### src/rtl/p3irq_pkg.sv
/*
 * Constants for the port 3 interrupt source block: bit positions,
 * reset values, vector locations and the comparator settle time.
 * Assumes a single 125 MHz core clock and an active-low async reset.
 */
// Functional notes
// pending register bits 7:6 pick edge mode for lines 1 and 2
// lines 0 and 3 request only on a falling edge
// analog mode: lines 1,2 feed comparators, line 3 is reference
// digital mode: line 3 is a readable input and source 1
// config bit D0 set drives comparator results onto lines 4 and 7
// software waits two no-op times after enabling comparators
// software clears sources 0..2 pending when comparators toggle
// timer one input from line 1, timer one output onto line 6
// handshake lines for ports 0,1,2 live on lines 1 through 6; code takes inputs from lines 0..3, outputs on lines 4,5
// program addresses 12 to 4095 are ROM, below 12 vectors
// source n vectors through locations 2n and 2n+1
// line2 to source0, line3 source1, line1 source2, line0 source3
// edge field 00 FF, 01 F/R, 10 R/F, 11 both/both
// analog: comparator a to source 2, comparator b to source 0
// vector pair holds 16-bit service routine address
// mode register D1 selects analog comparator paths
// pending set on qualifying edge, held until cleared or acked
package p3irq_pkg;
    // ---------------------------------------------------------------
    // bit positions and reset values
    // ---------------------------------------------------------------
    localparam int          EDGE_HI_BIT    = 7;
    localparam int          EDGE_LO_BIT    = 6;
    localparam int          ANALOG_BIT     = 1;
    localparam int          CMP_OUT_BIT    = 0;
    localparam logic [7:0]  PEND_RST       = 8'h00;
    localparam int          NUM_SRC        = 6;
    // edge detection stays off this many clocks after reset
    localparam int          WARM_CYC       = 5;
    // ---------------------------------------------------------------
    // program memory map
    // ---------------------------------------------------------------
    localparam logic [11:0] ROM_FIRST_ADDR = 12'h00C;
    localparam logic [11:0] ROM_LAST_ADDR  = 12'hFFF;
    // ---------------------------------------------------------------
    // comparator settle: two no-op times, each 6 core clocks assumed
    // ---------------------------------------------------------------
    localparam int          SETTLE_NS      = 96;
    localparam int          CLK_PERIOD_NS  = 8;
    localparam int          SETTLE_CYC     = (SETTLE_NS + CLK_PERIOD_NS - 1) / CLK_PERIOD_NS;
endpackage

### src/rtl/p3irq_top.sv
/*
 * Port 3 interrupt sources: pin synchronisers, edge detection, six
 * pending flags, comparator steering and vector address output.
 * Assumes the core writes the pending register by a write strobe and
 * acknowledges a granted source with a one-hot pulse.
 */
`timescale 1ns/100ps
`default_nettype none
module p3irq_top (
    input  wire logic       I_SYS_CLK,
    input  wire logic       I_ARST_N,
    input  wire logic [3:0] I_PORT3_IN,      // lines 0..3 pins
    input  wire logic       I_CMP_A_RESULT,  // comparator a result
    input  wire logic       I_CMP_B_RESULT,  // comparator b result
    input  wire logic       I_TIMER_ZERO_EV, // internal, same clock
    input  wire logic       I_TIMER_ONE_EV,  // internal, same clock
    input  wire logic       I_TIMER_ONE_OUT, // timer one output level
    input  wire logic [1:0] I_HS_OUT,        // handshake outputs lines 4/5
    input  wire logic [7:0] I_MODE_REG,      // port3_mode_reg
    input  wire logic [7:0] I_CONFIG_REG,    // port_config_reg
    input  wire logic       I_PEND_WR,
    input  wire logic [7:0] I_PEND_WDATA,
    input  wire logic [5:0] I_ACK,
    input  wire logic [2:0] I_VEC_SEL,       // source to vector
    output logic      [7:0] O_PEND_REG,
    output logic      [3:0] O_PORT3_RD,      // synchronised input levels
    output logic            O_TIMER_ONE_IN,
    output logic      [3:0] O_HS_IN,         // handshake inputs lines 1..3, 0
    output logic      [3:0] O_PORT3_OUT,     // lines 4,5,6,7
    output logic      [5:0] O_IRQ,
    output logic     [11:0] O_VEC_ADDR,
    output logic            O_CMP_VALID
);
    // ---------------------------------------------------------------
    // synchronisers: three stages, change once stages 2 and 3 agree
    // ---------------------------------------------------------------
    logic [3:0] s1_q, s2_q, s3_q, lvl_q, lvl_d;
    logic       ca1_q, ca2_q, ca3_q, cb1_q, cb2_q, cb3_q, cal_q, cbl_q, cal_d, cbl_d;
    // filtered level only moves when stages two and three match
    always_comb begin
        lvl_d = lvl_q;
        for (int i = 0; i < 4; i++) begin
            if (s2_q[i] == s3_q[i]) begin
                lvl_d[i] = s3_q[i];
            end
        end
        cal_d = (ca2_q == ca3_q) ? ca3_q : cal_q;
        cbl_d = (cb2_q == cb3_q) ? cb3_q : cbl_q;
    end
    always_ff @(posedge I_SYS_CLK or negedge I_ARST_N) begin
        if (!I_ARST_N) begin
            {s1_q, s2_q, s3_q, lvl_q} <= 16'hFFFF;
            {ca1_q, ca2_q, ca3_q, cal_q} <= 4'h0;
            {cb1_q, cb2_q, cb3_q, cbl_q} <= 4'h0;
        end else begin
            s1_q  <= I_PORT3_IN;
            s2_q  <= s1_q;
            s3_q  <= s2_q;
            lvl_q <= lvl_d;
            ca1_q <= I_CMP_A_RESULT;
            ca2_q <= ca1_q;
            ca3_q <= ca2_q;
            cal_q <= cal_d;
            cb1_q <= I_CMP_B_RESULT;
            cb2_q <= cb1_q;
            cb3_q <= cb2_q;
            cbl_q <= cbl_d;
        end
    end

    // ---------------------------------------------------------------
    // source selection and edge qualification
    // ---------------------------------------------------------------
    logic       analog;
    logic [1:0] edge_mode;
    logic       src0_q, src1_q, src2_q, src3_q;
    logic       src0, src1, src2, src3;
    logic [5:0] hit;
    logic [7:0] pend_q, pend_d;
    logic [2:0] warm_q, warm_d;
    logic       live;
    // a pin held low through reset would look like a falling edge while the
    // synchronisers fill, so edge detection waits until they hold real levels
    assign live = (warm_q == 3'(p3irq_pkg::WARM_CYC));
    always_comb begin
        warm_d = warm_q;
        if (!live) begin
            warm_d = warm_q + 3'h1;
        end
    end
    always_ff @(posedge I_SYS_CLK or negedge I_ARST_N) begin
        if (!I_ARST_N) begin
            warm_q <= 3'h0;
        end else begin
            warm_q <= warm_d;
        end
    end
    assign analog    = I_MODE_REG[p3irq_pkg::ANALOG_BIT];
    assign edge_mode = pend_q[p3irq_pkg::EDGE_HI_BIT:p3irq_pkg::EDGE_LO_BIT];
    // analog mode swaps line 1/2 for comparator results; line 3 is reference
    assign src0 = analog ? cbl_q : lvl_q[2];
    assign src1 = lvl_q[3];
    assign src2 = analog ? cal_q : lvl_q[1];
    assign src3 = lvl_q[0];
    // line1 drives source2 (edge hi bit), line2 drives source0 (lo bit)
    always_comb begin
        hit[1] = src1_q & ~src1;
        hit[3] = src3_q & ~src3;
        hit[4] = I_TIMER_ZERO_EV;
        hit[5] = I_TIMER_ONE_EV;
        case (edge_mode)
            2'b00: begin
                hit[2] = src2_q & ~src2;
                hit[0] = src0_q & ~src0;
            end
            2'b01: begin
                hit[2] = src2_q & ~src2;
                hit[0] = ~src0_q & src0;
            end
            2'b10: begin
                hit[2] = ~src2_q & src2;
                hit[0] = src0_q & ~src0;
            end
            default: begin
                hit[2] = src2_q ^ src2;
                hit[0] = src0_q ^ src0;
            end
        endcase
        if (!live) begin
            hit[3:0] = 4'h0;
        end
    end
    // pending flags: an event in the clearing cycle still sets the flag
    always_comb begin
        pend_d = pend_q;
        if (I_PEND_WR) begin
            pend_d = I_PEND_WDATA;
        end
        pend_d[5:0] = (pend_d[5:0] & ~I_ACK) | hit;
    end
    always_ff @(posedge I_SYS_CLK or negedge I_ARST_N) begin
        if (!I_ARST_N) begin
            pend_q <= p3irq_pkg::PEND_RST;
            {src0_q, src1_q, src2_q, src3_q} <= 4'hF;
        end else begin
            pend_q <= pend_d;
            src0_q <= src0;
            src1_q <= src1;
            src2_q <= src2;
            src3_q <= src3;
        end
    end

    // ---------------------------------------------------------------
    // comparator settle counter after analog enable
    // ---------------------------------------------------------------
    logic [7:0] settle_q, settle_d;
    logic       analog_q;
    // software must still wait; this only flags validity for status
    always_comb begin
        settle_d = settle_q;
        if (!analog) begin
            settle_d = 8'h00;
        end else if (!analog_q) begin
            settle_d = 8'(p3irq_pkg::SETTLE_CYC);
        end else if (settle_q != 8'h00) begin
            settle_d = settle_q - 8'h01;
        end
    end
    always_ff @(posedge I_SYS_CLK or negedge I_ARST_N) begin
        if (!I_ARST_N) begin
            settle_q <= 8'h00;
            analog_q <= 1'b0;
        end else begin
            settle_q <= settle_d;
            analog_q <= analog;
        end
    end

    // ---------------------------------------------------------------
    // registered outputs: pins, vectors, status
    // ---------------------------------------------------------------
    logic [3:0]  out_d;
    logic [11:0] vec_d;
    // comparator routing overrides handshake output 0 on line 4 and the constant 0 on line 7
    always_comb begin
        out_d[0] = I_HS_OUT[0];
        out_d[1] = I_HS_OUT[1];
        out_d[2] = I_TIMER_ONE_OUT;
        out_d[3] = 1'b0;
        if (I_CONFIG_REG[p3irq_pkg::CMP_OUT_BIT]) begin
            out_d[0] = cal_q;
            out_d[3] = cbl_q;
        end
        // vector pair base; core fetches 16-bit address at this and next
        if (I_VEC_SEL < 3'(p3irq_pkg::NUM_SRC)) begin
            vec_d = {8'h00, I_VEC_SEL, 1'b0};
        end else begin
            vec_d = p3irq_pkg::ROM_FIRST_ADDR;
        end
    end
    always_ff @(posedge I_SYS_CLK or negedge I_ARST_N) begin
        if (!I_ARST_N) begin
            O_PEND_REG     <= p3irq_pkg::PEND_RST;
            O_PORT3_RD     <= 4'hF;
            O_TIMER_ONE_IN <= 1'b1;
            O_HS_IN        <= 4'hF;
            O_PORT3_OUT    <= 4'h0;
            O_IRQ          <= 6'h00;
            O_VEC_ADDR     <= 12'h000;
            O_CMP_VALID    <= 1'b0;
        end else begin
            O_PEND_REG     <= pend_d;
            O_PORT3_RD     <= lvl_q;
            O_TIMER_ONE_IN <= lvl_q[1];
            O_HS_IN        <= {lvl_q[0], lvl_q[3:1]};
            O_PORT3_OUT    <= out_d;
            O_IRQ          <= pend_d[5:0];
            O_VEC_ADDR     <= vec_d;
            O_CMP_VALID    <= analog_q && (settle_q == 8'h00);
        end
    end

    // ---------------------------------------------------------------
    // checks
    // ---------------------------------------------------------------
    AST_FALL3: assert property (@(posedge I_SYS_CLK) disable iff (!I_ARST_N)
        (live && src3_q && !src3) |=> pend_q[3]) else $error("line0 fall not pending");
    AST_RISE3: assert property (@(posedge I_SYS_CLK) disable iff (!I_ARST_N)
        (!pend_q[3] && !I_PEND_WR && !src3_q && src3) |=> !pend_q[3])
        else $error("line0 rise set pending");
    AST_BOTH: assert property (@(posedge I_SYS_CLK) disable iff (!I_ARST_N)
        (live && edge_mode == 2'b11 && src2_q != src2) |=> pend_q[2])
        else $error("both edge missed");
    AST_HOLD: assert property (@(posedge I_SYS_CLK) disable iff (!I_ARST_N)
        (pend_q[1] && !I_PEND_WR && !I_ACK[1]) |=> pend_q[1]) else $error("pending lost");
    AST_ACK: assert property (@(posedge I_SYS_CLK) disable iff (!I_ARST_N)
        (I_ACK[4] && !I_PEND_WR && !I_TIMER_ZERO_EV) |=> !pend_q[4]) else $error("ack ignored");
    AST_CMPOUT: assert property (@(posedge I_SYS_CLK) disable iff (!I_ARST_N)
        I_CONFIG_REG[0] |=> O_PORT3_OUT[0] == $past(cal_q)) else $error("cmp a not routed");
    AST_TIMER_ONE_OUTPUT: assert property (@(posedge I_SYS_CLK) disable iff (!I_ARST_N)
        1'b1 |=> O_PORT3_OUT[2] == $past(I_TIMER_ONE_OUT)) else $error("timer out wrong");
    AST_VEC: assert property (@(posedge I_SYS_CLK) disable iff (!I_ARST_N)
        (I_VEC_SEL == 3'd5) |=> O_VEC_ADDR == 12'd10) else $error("vector wrong");
    AST_ANA: assert property (@(posedge I_SYS_CLK) disable iff (!I_ARST_N)
        (live && analog && analog_q && edge_mode == 2'b00 && $past(cal_q) && !cal_q)
        |=> pend_q[2]) else $error("comparator a fall not on source 2");
    AST_ANB: assert property (@(posedge I_SYS_CLK) disable iff (!I_ARST_N)
        (live && analog && analog_q && edge_mode == 2'b00 && $past(cbl_q) && !cbl_q)
        |=> pend_q[0]) else $error("comparator b fall not on source 0");
    AST_SETTLE: assert property (@(posedge I_SYS_CLK) disable iff (!I_ARST_N)
        $rose(analog) |=> !O_CMP_VALID [*8]) else $error("cmp valid too early");
    COV_BOTH: cover property (@(posedge I_SYS_CLK) disable iff (!I_ARST_N)
        edge_mode == 2'b11 && hit[0]);
    COV_ANALOG: cover property (@(posedge I_SYS_CLK) disable iff (!I_ARST_N)
        analog && hit[2]);
    COV_RACE: cover property (@(posedge I_SYS_CLK) disable iff (!I_ARST_N)
        I_ACK[3] && hit[3]);
endmodule // p3irq_top
`default_nettype wire

### config.mk
export PLATFORM = sky130hd
export DESIGN_NAME = p3irq_top
export DESIGN_NICKNAME = d
export VERILOG_FILES = /design/src/rtl/p3irq_pkg.sv /design/src/rtl/p3irq_top.sv
export SDC_FILE = /design/constraint.sdc
export NUM_CORES = 1
export LEC_CHECK = 0
export ABC_AREA = 1
export BUFFER_PORTS_ARGS = -buffer_cell sky130_fd_sc_hd__buf_2
export CORE_ASPECT_RATIO = 0.5
export CORE_MARGIN = 5
export CORE_UTILIZATION = 53
export CTS_CLUSTER_DIAMETER = 80
export DETAILED_ROUTE_END_ITERATION = 12
export GPL_TIMING_DRIVEN = 1
export MAX_ROUTING_LAYER = met4
export PLACE_DENSITY = 0.85
export SYNTH_ARGS = -nofsm -noshare
export SYNTH_HDL_FRONTEND = slang
export SYNTH_SLANG_ARGS = --single-unit
### constraint.sdc
create_clock -name I_SYS_CLK -period 3.3 [get_ports I_SYS_CLK]
set_input_delay 0.825 -clock I_SYS_CLK [delete_from_list [all_inputs] [get_ports I_SYS_CLK]]
set_output_delay 0.825 -clock I_SYS_CLK [all_outputs]
set_load 0.01 [all_outputs]
# Word level (Yosys, flattened, before mapping)
# Cells that the tools add are included.
# totals
reg_bits	74
output_inout_bits	40
inputBits	47
# op_classes
mux	12
magnitude_cmp	1
n_reduce_logical	6
bitwise_logic	17
addsub	2
eq_ne	10
# op_table
cell	n
8-bit 2-to-1 mux	3
8-bit zero test	1
4-bit 2-to-1 mux	2
8-bit nonzero test	1
8-bit by 1-bit subtractor with 8-bit output (second input constant)	1
1-bit AND	6
6-bit AND	1
1-bit equality test	6
6-bit 2-to-1 mux	1
1-bit NOT	6
6-bit NOT	1
6-bit bitwise OR	1
1-bit 2-to-1 mux	4
1-bit one-hot mux with 2 select lines	2
2-bit OR reduction	2
3-bit by 1-bit adder with 3-bit output (second input constant)	1
3-bit equality test (second input constant)	1
3-bit less-than comparator (second input constant)	1
3-bit by 2-bit != test with 1-bit output (second input constant)	1
2-bit by 1-bit equality test with 1-bit output (second input constant)	1
2-bit equality test (second input constant)	1
2-bit zero test	1
1-bit XOR	2
1-bit logical AND	1

# Logic depth before layout (Yosys ltp)
# Gate-level depths: netlist (run 1).
# depth
ltp_word	6
depth_mapped	9
ltp_nobuf	9

# Worst setup path after synthesis (run 1)
# OpenSTA, ideal clock, no wires.
# synth_timing
kind	input to register
from	input port I_MODE_REG[1]
to	register O_IRQ[2]
required_time_ns	3.217
path_stages	8
arrival_ns	1.698
path_buffers	0
setup_slack_ns	1.520
path_cell_list	inv_2 -> or2_1 -> o21ai_2 -> inv_2 -> ha_1 -> nand3_1 -> o211ai_1 -> o21ai_0
# synth_between
elab_chain_len	6
word_cells_on_any_way	8
# synth_lines
element	line_no	text
from (decl)	p3irq_top.sv:19	input wire logic [7:0] I_MODE_REG,
1-bit 2-to-1 mux (*)	p3irq_top.sv:103	assign src2 = analog ? cal_q : lvl_q[1];
net src2	p3irq_top.sv:77	logic src0, src1, src2, src3;
1-bit NOT	p3irq_top.sv:113, p3irq_top.sv:117	
1-bit AND	p3irq_top.sv:113, p3irq_top.sv:117	
1-bit one-hot mux with 2 select lines (*)	p3irq_top.sv:111	case (edge_mode)
4-bit 2-to-1 mux (*)	p3irq_top.sv:129	if (!live) begin
6-bit bitwise OR (*)	p3irq_top.sv:139	pend_d[5:0] = (pend_d[5:0] & ~I_ACK) | hit;
net pend_d[2]	p3irq_top.sv:79	logic [7:0] pend_q, pend_d;
to (signal assigned)	p3irq_top.sv:218	O_IRQ <= pend_d[5:0];
to (decl)	p3irq_top.sv:30	output logic [5:0] O_IRQ,
# Mark *: on every way through the listed nets, which the timed path passes. The rest lies on a longest branch.
# A chain may end at the register's enable or synchronous reset.

==> metrics.md, run 1 <==
| Metric | Value |
|---|---|
| Status | `finished, final reports clean` |
| FF-to-FF Start | `cal_q` |
| Drt via density | `around 4.7` |
| Critical R2R Capture | `O_IRQ[2]` |
| Detailed Routing Iterations Pass 1 | `4` |
| Initial antenna violation count | `0` |
| Headroom to the max-slew limit | `about two thirds` |
| Total Wirelength | `roughly 4700 um` |
| Critical Path Start Type | `register` |
| All-Layer GR Usage | `between 10% and 20%` |
| Initial DRC Count | `between 60 and 70` |
| Minimum clock period after layout | `1.820 ns` |
| Max Transition Viols Final | `0` |
| Postcts setup bufs | `0` |
| Layout cells sized above 1 | `between 40% and 50%` |
| N_diodes | `0` |
| Clock latency on the worst-skew pair | `around 0.33 ns` |
| Reg clk slew, reported paths | `roughly 0.060 ns` |
| Die H | `57.71 um` |
| Arrival time at the worst endpoint | `1.00 ns` |
| CP max stage delay | `about 0.54 ns` |
| Ys async rst share | `100.0%` |
| Fill count | `328` |
| Final period utilization | `55.17%` |
| Final setup fails | `0` |
| WP buf/inv | `1` |
| I/O Buffers | `63` |
| Main synth FF type | `dfrtp_1` |
| Final nets | `roughly 330` |
| Max-Cap Viols | `0` |
| TritonCTS clock tree | `built` |
| HP Class | `reg -> reg` |
| Final core occ | `about two thirds` |
| Critical path class | `reg -> out` |
| Critical-path cell list | `buf_2` |
| DRC Markers | `0` |
| Setup Slack @ Placement | `between 1 and 1.5 ns` |
| Crit path depth | `1` |
| Worst Max-Slew Pin Slew | `about 0.51 ns` |
| Initial Util | `between 50% and 60%` |
| Cell count after synthesis | `between 200 and 250` |
| PD cells | `647.3 nW/um^2` |
| Post-CTS sizing | `0` |
| CP Capture Point | `O_PORT3_RD[3]` |
| Final hold viol count | `0` |
| Cell Area, Synth | `2412 sq um` |
| Gp weighted congestion | `0.7558` |
| Reg2reg path depth | `7` |
| Max stage delay cell, worst path | `dfstp_2` |
| CTS H-tree depth | `3` |
| Vias in the first global route | `approximately 1700` |
| Area added between synthesis and finish | `20.64%` |
| Worst-path maximum fanout | `3` |
| Longest Clk Path Bufs | `2` |
| Clock buffer count from CTS | `9` |
| Final WS setup | `around 1.5 ns` |
| Row cnt | `17` |
| Register Area | `1479 sq um` |
| RSZ-0062 raised after global routing | `false` |
| Die X-Extent | `between 100 and 150 um` |
| Yosys warning total | `0` |
| Yosys cell types | `33` |
| Hold Buf Count CTS | `0` |
| Pin count of the biggest net entering global routing | `44` |
| Top delay family on crit path | `flip-flops` |
| Fin Clk Skew | `roughly 0.0080 ns` |
| Die Area | `6083 sq um` |
| FF+latch count, synth | `58` |
| Post-synthesis sequential area ratio | `between 60% and 70%` |
| First-pass GRT wire length | `approximately 7900 um` |
| Synth Area per Inst | `between 10 and 15 sq um` |
| Critical path capture point type | `primary output` |
| Flop2flop setup slack | `between 1.5 and 2 ns` |
| Multi-input logic area | `roughly 690 sq um` |
| CP Launch Point | `O_HS_IN[2]` |
| Antenna viol nets, final | `0` |
| Top-Level Pins | `87` |
| CORE AREA | `4403 sq um` |
| Worst vdd ir | `approximately 260 uV` |
| EDFF count, synth | `0` |
| Via count | `between 1500 and 2000` |
| Drt wl/cell | `around 14 um` |
| Total congestion overflow | `0` |
| Setup TNS | `0 ns` |
| Leak | `between 1 and 1.5 nW` |
| CTS sink cnt | `58` |
| Root buffer cell | `clkbuf_8` |
| Post-DP HPWL | `between 3000 and 4000 um` |
| Fmax | `roughly 550 MHz` |
| CP Data Required Time | `2.47 ns` |
-- layout by cell type, fill, tap and decap left out --
cell / netlist / routed
inv_2: 3 / 3
buf_4: 22 / 1
nand3_1: 7 / 7
o31ai_1: 3 / 3
inv_4: 1 / 1
dfrtp_1: 36 / 36
or2_1: 2 / 2
inv_1: 20 / 20
nand2_4: 2 / 2
conb_1: 1 / 9
nor3_1: 2 / 2
clkinv_2: 0 / 2
mux2_2: 1 / 1
xor2_1: 2 / 2
buf_2: 1 / 63
bufinv_16: 0 / 3
maj3_1: 6 / 6
clkbuf_8: 0 / 11
nor2_2: 3 / 3
nor2_4: 2 / 2
o21bai_1: 2 / 2
ha_1: 8 / 8
xnor2_1: 1 / 1
a21boi_0: 1 / 1
a21oi_1: 1 / 1
o21ai_1: 1 / 1
o21ai_0: 11 / 11
o21ai_2: 2 / 2
nand3b_1: 1 / 1
nor2_8: 1 / 1
nand2_1: 22 / 22
nor2_1: 20 / 20
dfstp_2: 22 / 22
o211ai_1: 2 / 2
nand4_1: 2 / 2
-- Yosys cell counts (3+ instances only) --
library cell / number / area (sq um)
buf_4: 22 / 165.2
dfrtp_1: 36 / 900.9
dfstp_2: 22 / 578.1
ha_1: 8 / 100.1
inv_1: 20 / 75.07
inv_2: 3 / 11.26
maj3_1: 6 / 60.06
nand2_1: 22 / 82.58
nand3_1: 7 / 35.03
nor2_1: 20 / 75.07
nor2_2: 3 / 18.77
o21ai_0: 11 / 55.05
o31ai_1: 3 / 22.52
-- through the flow --
step           hold WS (ns)  area, sq um  instances  total power [mW]
2_1_floorplan        0.3312         2442        221             1.015
6_report             0.3429         2910        333             1.884
5_1_grt              0.3589         2910        333             1.976
4_1_cts              0.3474         2910        333             1.907
3_5_place_dp         0.3356         2659        317             1.092
3_3_place_gp         0.3333         2659        317             1.074
-- flip-flops by register name (all words and copies together) (netlist names), 2 cells and up --
name         flops
warm_q           3
settle_q         8
s2_q             4
lvl_q            4
O_VEC_ADDR       3
s1_q             4
O_PORT3_OUT      4
O_HS_IN          3
O_PEND_REG       2
s3_q             4
O_IRQ            6
-- final cells by class --
type	instances	area share (%)
well taps	57	2.451
flip-flops and latches	58	50.82
clock inverters	5	3.439
clock buffers	11	5.202
repair buffers	64	11.09
inverters	24	3.181
multi-input cells	114	23.82
-- how the worst min path moves through the flow --
| stage | start | endpoint | slack (ns) | depth (start not counted) |
|---|---|---|---|---|
| 6_report | ca1_q | ca2_q | 0.34 | 0 |
| 5_1_grt | ca1_q | ca2_q | 0.36 | 0 |
| 4_1_cts | ca1_q | ca2_q | 0.35 | 0 |
| 3_5_place_dp | ca1_q | ca2_q | 0.34 | 0 |
| 3_3_place_gp | ca1_q | ca2_q | 0.33 | 0 |
| 2_1_floorplan | ca1_q | ca2_q | 0.33 | 0 |
-- per-layer routing --
layer / global-route usage (%) / vias to the layer above / routed length [um]
met3: 6.118 / 7 / 289
met1: 16.69 / 745 / 1693
met2: 32.43 / 50 / 2630
met4: 6.542 / 0 / 57
met5: - / - / 0
li1: - / 763 / -
-- kinds of logic (layout without fill, tap and decap cells) --
kind of cell	Yosys count	after routing	share of synthesized area (%)
mux	1	1	0.4668
other cells	1	9	0.1555
simple gates	64	64	13.23
fa+ha+maj	14	14	6.639
buf+inv	49	104	11.20
flops	58	58	61.31
compound gates	23	23	5.912
xor+xnor	3	3	1.089
-- report_power, final --
part | leakage (nW) | total (mW) | switching [mW] | internal (mW)
logic | 0.667 | 0.254 | 0.154 | 0.100
registers | 0.663 | 0.831 | 0.0465 | 0.784
clock network | 0.129 | 0.799 | 0.259 | 0.540
(Power assumes the default switching activity.)
==> run 2, diff against run 1 <==
--- a/config.mk
+++ b/config.mk
@@ -5,16 +5,16 @@
 export SDC_FILE = /design/constraint.sdc
 export NUM_CORES = 1
 export LEC_CHECK = 0
-export ABC_AREA = 1
+export ABC_AREA = 0
 export BUFFER_PORTS_ARGS = -buffer_cell sky130_fd_sc_hd__buf_2
 export CORE_ASPECT_RATIO = 0.5
 export CORE_MARGIN = 5
-export CORE_UTILIZATION = 53
+export CORE_UTILIZATION = 48
 export CTS_CLUSTER_DIAMETER = 80
 export DETAILED_ROUTE_END_ITERATION = 12
 export GPL_TIMING_DRIVEN = 1
 export MAX_ROUTING_LAYER = met4
-export PLACE_DENSITY = 0.85
+export PLACE_DENSITY = 0.78
 export SYNTH_ARGS = -nofsm -noshare
 export SYNTH_HDL_FRONTEND = slang
 export SYNTH_SLANG_ARGS = --single-unit
==> constraint.sdc (replaced) <==
create_clock -name I_SYS_CLK -period 1.8 [get_ports I_SYS_CLK]
set_input_delay 0.45 -clock I_SYS_CLK [delete_from_list [all_inputs] [get_ports I_SYS_CLK]]
set_output_delay 0.45 -clock I_SYS_CLK [all_outputs]
set_load 0.01 [all_outputs]
==> run 2 against run 1 <==
  * Synthesized cell count is 17% lower
  * Register-to-register slack worse by 1.7 ns
  * Largest power group unchanged
  * Global-route usage is 2.9 points lower
  * Flip-flop and latch count stayed put
  * Non-clock buffer count is 6 higher
  * First-iteration DRC count is 44% lower
  * Worst setup slack worse by 1.4 ns
==> metrics.md, run 2 <==
| Metric | Value |
|---|---|
| I/O Buffers | `63 (unchanged)` |
| Largest registers | `settle_q x8, O_IRQ x6` |
| Arrival time at the worst endpoint | `2.03 ns (+1.03 ns)` |
| Die H | `59.17 um (+2.5%)` |
| EDFF count, synth | `0 (unchanged)` |
| Clock buffer count from CTS | `9 (unchanged)` |
| Synth cell count leaders | `dfrtp_1 (36), buf_4 (22), dfstp_2 (22)` |
| Longest Clk Path Bufs | `2 (unchanged)` |
| Total Wirelength | `4075 um (-13%)` |
| Fmax | `approximately 570 MHz` |
| Switching Share | `25.38% (+0.99 points)` |
| Via count | `1419 (-9.3%)` |
| Critical path capture point type | `register` |
| RSZ-0062 raised after global routing | `true` |
| Max FFs per register | `8 (unchanged)` |
| Reg clk slew, reported paths | `0.06 ns (about the same)` |
| Area added between synthesis and finish | `22.37%` |
| Most frequent cells in the layout | `buf_2 (63), dfrtp_1 (36), dfstp_2 (22)` |
| All-Layer GR Usage | `14.38% (-2.9 points)` |
| Post-DP HPWL | `3000 um (-9.4%)` |
| CTS sink cnt | `58 (unchanged)` |
| Final WS setup | `0.03075 ns (-1.449 ns)` |
| Post-synthesis sequential area ratio | `63.72% (+2.4 points)` |
| Design Power | `3.205 mW (+70%)` |
| Initial DRC Count | `37 (-44%)` |
| Critical Path Start Type | `register` |
| CTS H-tree depth | `3 (unchanged)` |
| Cell taking the most area after synthesis | `dfrtp_1` |
| Drt wl/cell | `13.19 um (-6.0%)` |
| Final hold viol count | `0 (unchanged)` |
| Fill count | `342 (+4.3%)` |
| Final nets | `293 (-10%)` |
| Final core occ | `62.69% (-3.4 points)` |
| Placed Cells | `292 (-7.9%)` |
| Antenna viol nets, final | `0 (unchanged)` |
| Switch Pwr | `813.7 uW (+77%)` |
| Max Transition Viols Final | `0 (unchanged)` |
| Setup Slack @ Placement | `-0.0008225 ns (-1.207 ns)` |
| Minimum clock period after layout | `about 1.8 ns` |
| Drt via density | `4.592 (-2.3%)` |
| Pin count of the biggest net entering global routing | `59 (+34%)` |
| Worst-path maximum fanout | `3 (unchanged)` |
| DRC Markers | `0 (unchanged)` |
| Cell count after synthesis | `176 (-17%)` |
| Synth area leaders | `dfrtp_1 (39%), dfstp_2 (25%), buf_4 (7.1%)` |
| Row cnt | `17 (unchanged)` |
| Reg power frac | `47.5% (+3.4 points)` |
| HP Class | `in -> async` |
| TritonCTS clock tree | `built` |
| Synth Area per Inst | `13.19 sq um (+16%)` |
| Initial antenna violation count | `0 (unchanged)` |
| Max-Cap Viols | `0 (unchanged)` |
| First-pass GRT wire length | `6720 um (-14%)` |
| Cell area after placement | `2621 sq um (-1.4%)` |
| Fin Clk Skew | `0.006693 ns (-0.001302 ns)` |
| Total congestion overflow | `0 (unchanged)` |
| FF+latch count, synth | `58 (unchanged)` |
| Commonest non-fill, non-tap cell in the layout | `buf_2` |
| Status | `finished, final reports clean` |
| Biggest register | `settle_q` |
| Clk pwr share | `36.8% (-5.6 points)` |
| Logic pwr share | `15.7% (+2.2 points)` |
| Final instance area | `2840 sq um (-2.4%)` |
| Root buffer cell | `clkbuf_8` |
| P_int | `2.392 mW (+68%)` |
| Die X-Extent | `108.3 um (+2.8%)` |
| Main synth FF type | `dfrtp_1` |
| Setup TNS | `0 ns (unchanged)` |
| Clock latency on the worst-skew pair | `0.33 ns (about the same)` |
| Critical path class | `reg -> reg` |
| Final period utilization | `a little over nine tenths` |
| Worst vdd ir | `684.1 uV (+160%)` |
| N_diodes | `0 (unchanged)` |
| Die Area | `6410 sq um (+5.4%)` |
| Gp weighted congestion | `0.7820 (+3.5%)` |
| Fin cells | `309 (-7.2%)` |
| Yosys top cell area share | `38.81% (+1.5 points)` |
| Top-Level Pins | `87 (unchanged)` |
| PD cells | `1129 nW/um^2 (+74%)` |
| Initial Util | `51.23% (-3.6 points)` |
| Leak | `1.373 nW (-5.9%)` |
| Final setup fails | `0 (unchanged)` |
| Count leader, synth | `dfrtp_1` |
| Cell Area, Synth | `2321 sq um (-3.8%)` |
| Detailed Routing Iterations Pass 1 | `4 (unchanged)` |
| Vias in the first global route | `1515 (-13%)` |
| Yosys warning total | `0 (unchanged)` |
| Layout cells sized above 1 | `47.74% (+5.3 points)` |
| WHS | `0.09660 ns (-0.2463 ns)` |
| Ys async rst share | `100.0% (unchanged)` |
| Yosys cell types | `34 (+3.0%)` |
| CORE AREA | `4531 sq um (+2.9%)` |
| CP Data Required Time | `2.06 ns (-0.41 ns)` |
run 2: cell types whose count changed after synthesis, moves of 5 or more:
cell	delta
nand3_1	-7
o21ai_0	-6
nand2_1	-18
inv_1	-10
a21oi_1	+5
mux2i_1	+8
nor2_1	-14
run 2: final timing paths:
path,start,endpoint,slack [ns],depth (start not counted)
setup / recovery,settle_q[0],settle_q[6],0.03,5
hold reg to reg,ca1_q,ca2_q,0.35,0
setup reg to reg,settle_q[0],settle_q[6],0.03,5
min in group I_SYS_CLK,I_PORT3_IN[0],s1_q[0],0.22,1
hold / removal,I_ARST_N,ca2_q,0.1,2
max in group asynchronous,I_ARST_N,s2_q[0],1.38,2
run 2: critical path, cell delays in order (launching register included):
cell and delay (ns):
dfrtp_1 0.38, inv_1 0.08, ha_1 0.15, or4b_4 0.47
or4b_1 0.49, a21oi_2 0.12
run 2: timing repair:
| action | in CTS | in global routing |
|---|---|---|
| gates resized for setup | 0 | 3 |
| hold buffers | 0 | 0 |
| setup endpoints to repair | 0 | 1 |
| setup buffers | 0 | 1 |
run 2: layout make-up:
| type | count | area (sq um) | share of cell area (%) |
|---|---|---|---|
| clock buffer | 11 | 151.4 | 5.330 |
| sequential | 58 | 1479 | 52.07 |
| timing repair buffer | 70 | 380.4 | 13.39 |
| multi-input combinational | 89 | 656.9 | 23.13 |
| tap | 66 | 82.58 | 2.907 |
| inverter | 10 | 37.54 | 1.322 |
| clock inverter | 5 | 52.55 | 1.850 |
run 2: kinds of logic after synthesis:
| kind of cell | count (synthesis) | synth area share (%) |
|---|---|---|
| flops | 58 | 63.72 |
| simple gates | 27 | 6.685 |
| xor+xnor | 3 | 1.132 |
| buf+inv | 37 | 9.596 |
| other cells | 1 | 0.1616 |
| fa+ha+maj | 14 | 6.901 |
| compound gates | 25 | 6.901 |
| mux | 11 | 4.906 |
run 2: routing by layer:
| metal | vias to the layer above | share of wire, % | GRT usage, % |
|---|---|---|---|
| met3 | 4 | 4.7 | 5.876 |
| met5 | - | 0 | - |
| li1 | 689 | - | - |
| met1 | 691 | 41 | 15.36 |
| met4 | 0 | 0.86 | 5.396 |
| met2 | 35 | 54 | 24.47 |
run 2: power by group through the flow:
stage | Clock, mW | Sequential [mW] | Combinational (mW)
floorplan | 0 | 1.55 | 0.321
global placement | 0 | 1.54 | 0.479
detailed placement | 0 | 1.54 | 0.495
CTS | 1.22 | 1.52 | 0.498
global route | 1.30 | 1.54 | 0.561
finish | 1.18 | 1.52 | 0.503
==> run 3, diff against run 2 <==
--- a/config.mk
+++ b/config.mk
@@ -5,16 +5,16 @@
 export SDC_FILE = /design/constraint.sdc
 export NUM_CORES = 1
 export LEC_CHECK = 0
-export ABC_AREA = 0
+export ABC_AREA = 1
 export BUFFER_PORTS_ARGS = -buffer_cell sky130_fd_sc_hd__buf_2
 export CORE_ASPECT_RATIO = 0.5
 export CORE_MARGIN = 5
-export CORE_UTILIZATION = 48
+export CORE_UTILIZATION = 49
 export CTS_CLUSTER_DIAMETER = 80
 export DETAILED_ROUTE_END_ITERATION = 12
 export GPL_TIMING_DRIVEN = 1
 export MAX_ROUTING_LAYER = met4
-export PLACE_DENSITY = 0.78
+export PLACE_DENSITY = 0.79
 export SYNTH_ARGS = -nofsm -noshare
 export SYNTH_HDL_FRONTEND = slang
 export SYNTH_SLANG_ARGS = --single-unit
==> constraint.sdc (replaced) <==
create_clock -name I_SYS_CLK -period 1.8 [get_ports I_SYS_CLK]
set_input_delay 0.45 -clock I_SYS_CLK [delete_from_list [all_inputs] [get_ports I_SYS_CLK]]
set_output_delay 0.45 -clock I_SYS_CLK [all_outputs]
set_load 0.02 [all_outputs]
==> run 3 against run 2 <==
  * Sequential share of layout area fell by 0.48 points
  * Fmax is 20% higher
  * Die area rose by 1.6%
  * Power decreased by 4.8%
  * Sequential power about the same
  * Utilization down 3.5 points
  * Combinational power rose by 3%
  * Clock power is 14% lower
  * Critical endpoint is now O_HS_IN[0]
  * Largest power group unchanged
==> metrics.md, run 3 (same netlist as run 1, synthesis figures left out) <==
| Metric | Value |
|---|---|
| Fin Clk Skew | `0.004841 ns (-0.001852 ns)` |
| Fin cells | `347 (+12%)` |
| Gp weighted congestion | `0.7883 (+0.81%)` |
| Final nets | `327 (+12%)` |
| Max FFs per register | `8 (unchanged)` |
| CTS sink cnt | `58 (unchanged)` |
| Fmax | `680.8 MHz (+20%)` |
| DRC Markers | `0 (unchanged)` |
| Top-Level Pins | `87 (unchanged)` |
| Max stage delay cell, worst path | `dfstp_2` |
| WP buf/inv | `1 (unchanged)` |
| PD cells | `1065 nW/um^2 (-5.6%)` |
| Total congestion overflow | `0 (unchanged)` |
| All-Layer GR Usage | `14.69% (+0.30 points)` |
| Critical path class | `reg -> out` |
| Initial Util | `49.82% (-1.4 points)` |
| Setup TNS | `0 ns (unchanged)` |
| Largest registers | `settle_q x8, O_IRQ x6` |
| Vias in the first global route | `1557 (+2.8%)` |
| Drt via density | `4.458 (-2.9%)` |
| Clock buffer count from CTS | `9 (unchanged)` |
| Final WS setup | `0.3310 ns (+0.3003 ns)` |
| RSZ-0062 raised after global routing | `false` |
| Arrival time at the worst endpoint | `1.02 ns (-1.01 ns)` |
| Design Power | `3.052 mW (-4.8%)` |
| Placed Cells | `331 (+13%)` |
| Drt wl/cell | `11.77 um (-11%)` |
| HP Class | `in -> async` |
| Final instance area | `2867 sq um (+0.93%)` |
| Via count | `1547 (+9.0%)` |
| Final core occ | `59.20% (-3.5 points)` |
| Hold Buf Count CTS | `0 (unchanged)` |
| Critical path capture point type | `primary output` |
| Setup Slack @ Placement | `0.1945 ns (+0.1953 ns)` |
| CP Launch Point | `O_HS_IN[0]` |
| Max Transition Viols Final | `0 (unchanged)` |
| Area added between synthesis and finish | `18.83%` |
| Reg2reg path depth | `7 (+2)` |
| First-pass GRT wire length | `6810 um (+1.3%)` |
| WHS | `0.1120 ns (+0.01541 ns)` |
| Final period utilization | `81.61% (-17 points)` |
| Die H | `59.62 um (+0.75%)` |
| Cell area after placement | `2695 sq um (+2.8%)` |
| Final hold viol count | `0 (unchanged)` |
| CP Data Required Time | `1.35 ns (-0.71 ns)` |
| Most frequent cells in the layout | `buf_2 (63), dfrtp_1 (36), dfstp_2 (22), nand2_1 (22)` |
| N_diodes | `0 (unchanged)` |
| FF-to-FF Start | `cal_q` |
| CORE AREA | `4842 sq um (+6.9%)` |
| Post-DP HPWL | `2966 um (-1.1%)` |
| Antenna viol nets, final | `0 (unchanged)` |
| Pin count of the biggest net entering global routing | `59 (unchanged)` |
| Worst-path maximum fanout | `3 (unchanged)` |
| Critical-path cell list | `buf_2` |
| Clock latency on the worst-skew pair | `0.33 ns (about the same)` |
| Flop2flop setup slack | `0.38 ns (+0.35 ns)` |
| Reg clk slew, reported paths | `0.06 ns (about the same)` |
| TritonCTS clock tree | `built` |
| I/O Buffers | `63 (unchanged)` |
| Postcts setup bufs | `0 (unchanged)` |
| Die X-Extent | `109.2 um (+0.82%)` |
| Critical Path Start Type | `register` |
| Post-CTS sizing | `0 (unchanged)` |
| Top delay family on crit path | `flip-flops` |
| Minimum clock period after layout | `1.469 ns (-0.3003 ns)` |
| Status | `finished, final reports clean` |
| Initial DRC Count | `53 (+43%)` |
| Crit path depth | `1 (-4)` |
| Biggest register | `settle_q` |
| Row cnt | `18 (+1)` |
| Leak | `1.424 nW (+3.7%)` |
| Detailed Routing Iterations Pass 1 | `4 (unchanged)` |
| Worst vdd ir | `463.5 uV (-32%)` |
| Root buffer cell | `clkbuf_8` |
| Commonest non-fill, non-tap cell in the layout | `buf_2` |
| Initial antenna violation count | `0 (unchanged)` |
| Final setup fails | `0 (unchanged)` |
| Die Area | `6511 sq um (+1.6%)` |
| CTS H-tree depth | `3 (unchanged)` |
| Longest Clk Path Bufs | `2 (unchanged)` |
| CP max stage delay | `0.54 ns (+0.05 ns)` |
| Layout cells sized above 1 | `42.24% (-5.5 points)` |
| Total Wirelength | `4083 um (+0.20%)` |
| Max-Cap Viols | `0 (unchanged)` |
==> run 3: cell count changes in the layout (fill, tap and decap cells not counted), moves of 3 or more <==
cell      delta
nand2_1     +18
nor2_2       +3
nand3_1      +7
o21ai_0      +6
a21oi_1      -4
o32ai_1      -3
nor2_1      +14
mux2i_1      -8
nand2b_1     -3
buf_4        -5
or4_1        -3
inv_1       +11
==> run 3: cell type report <==
class / instances / area, sq um
fill: 370 / 1976
sequential: 58 / 1479
multi-input combinational: 114 / 693.2
timing repair buffer: 65 / 342.8
clock buffer: 11 / 141.4
inverter: 24 / 92.59
tap: 70 / 87.58
clock inverter: 5 / 30.03
==> run 3: metal layers <==
layer | share of wire, % | wire (um) | up-vias | global-route usage, %
li1 | - | - | 762 | -
met2 | 47 | 1930 | 56 | 24.61
met4 | 1.8 | 73 | 0 | 5.684
met3 | 9.7 | 398 | 7 | 6.638
met1 | 41 | 1681 | 722 | 15.47
met5 | 0 | 0 | - | -
==> run 3: path summary, 6_finish.rpt <==
path,endpoint
worst max-delay path,O_HS_IN[0]
worst min-delay path,O_VEC_ADDR[2]
worst max register to register,O_IRQ[2]
worst min register to register,ca2_q
max in group asynchronous,s3_q[3]
min in group I_SYS_CLK,s1_q[0]
==> run 3: where the power goes <==
group / internal (mW) / leakage, nW / switching (mW)
sequential: 1.44 / 0.663 / 0.0786
clock: 0.529 / 0.0851 / 0.489
combinational: 0.189 / 0.676 / 0.330
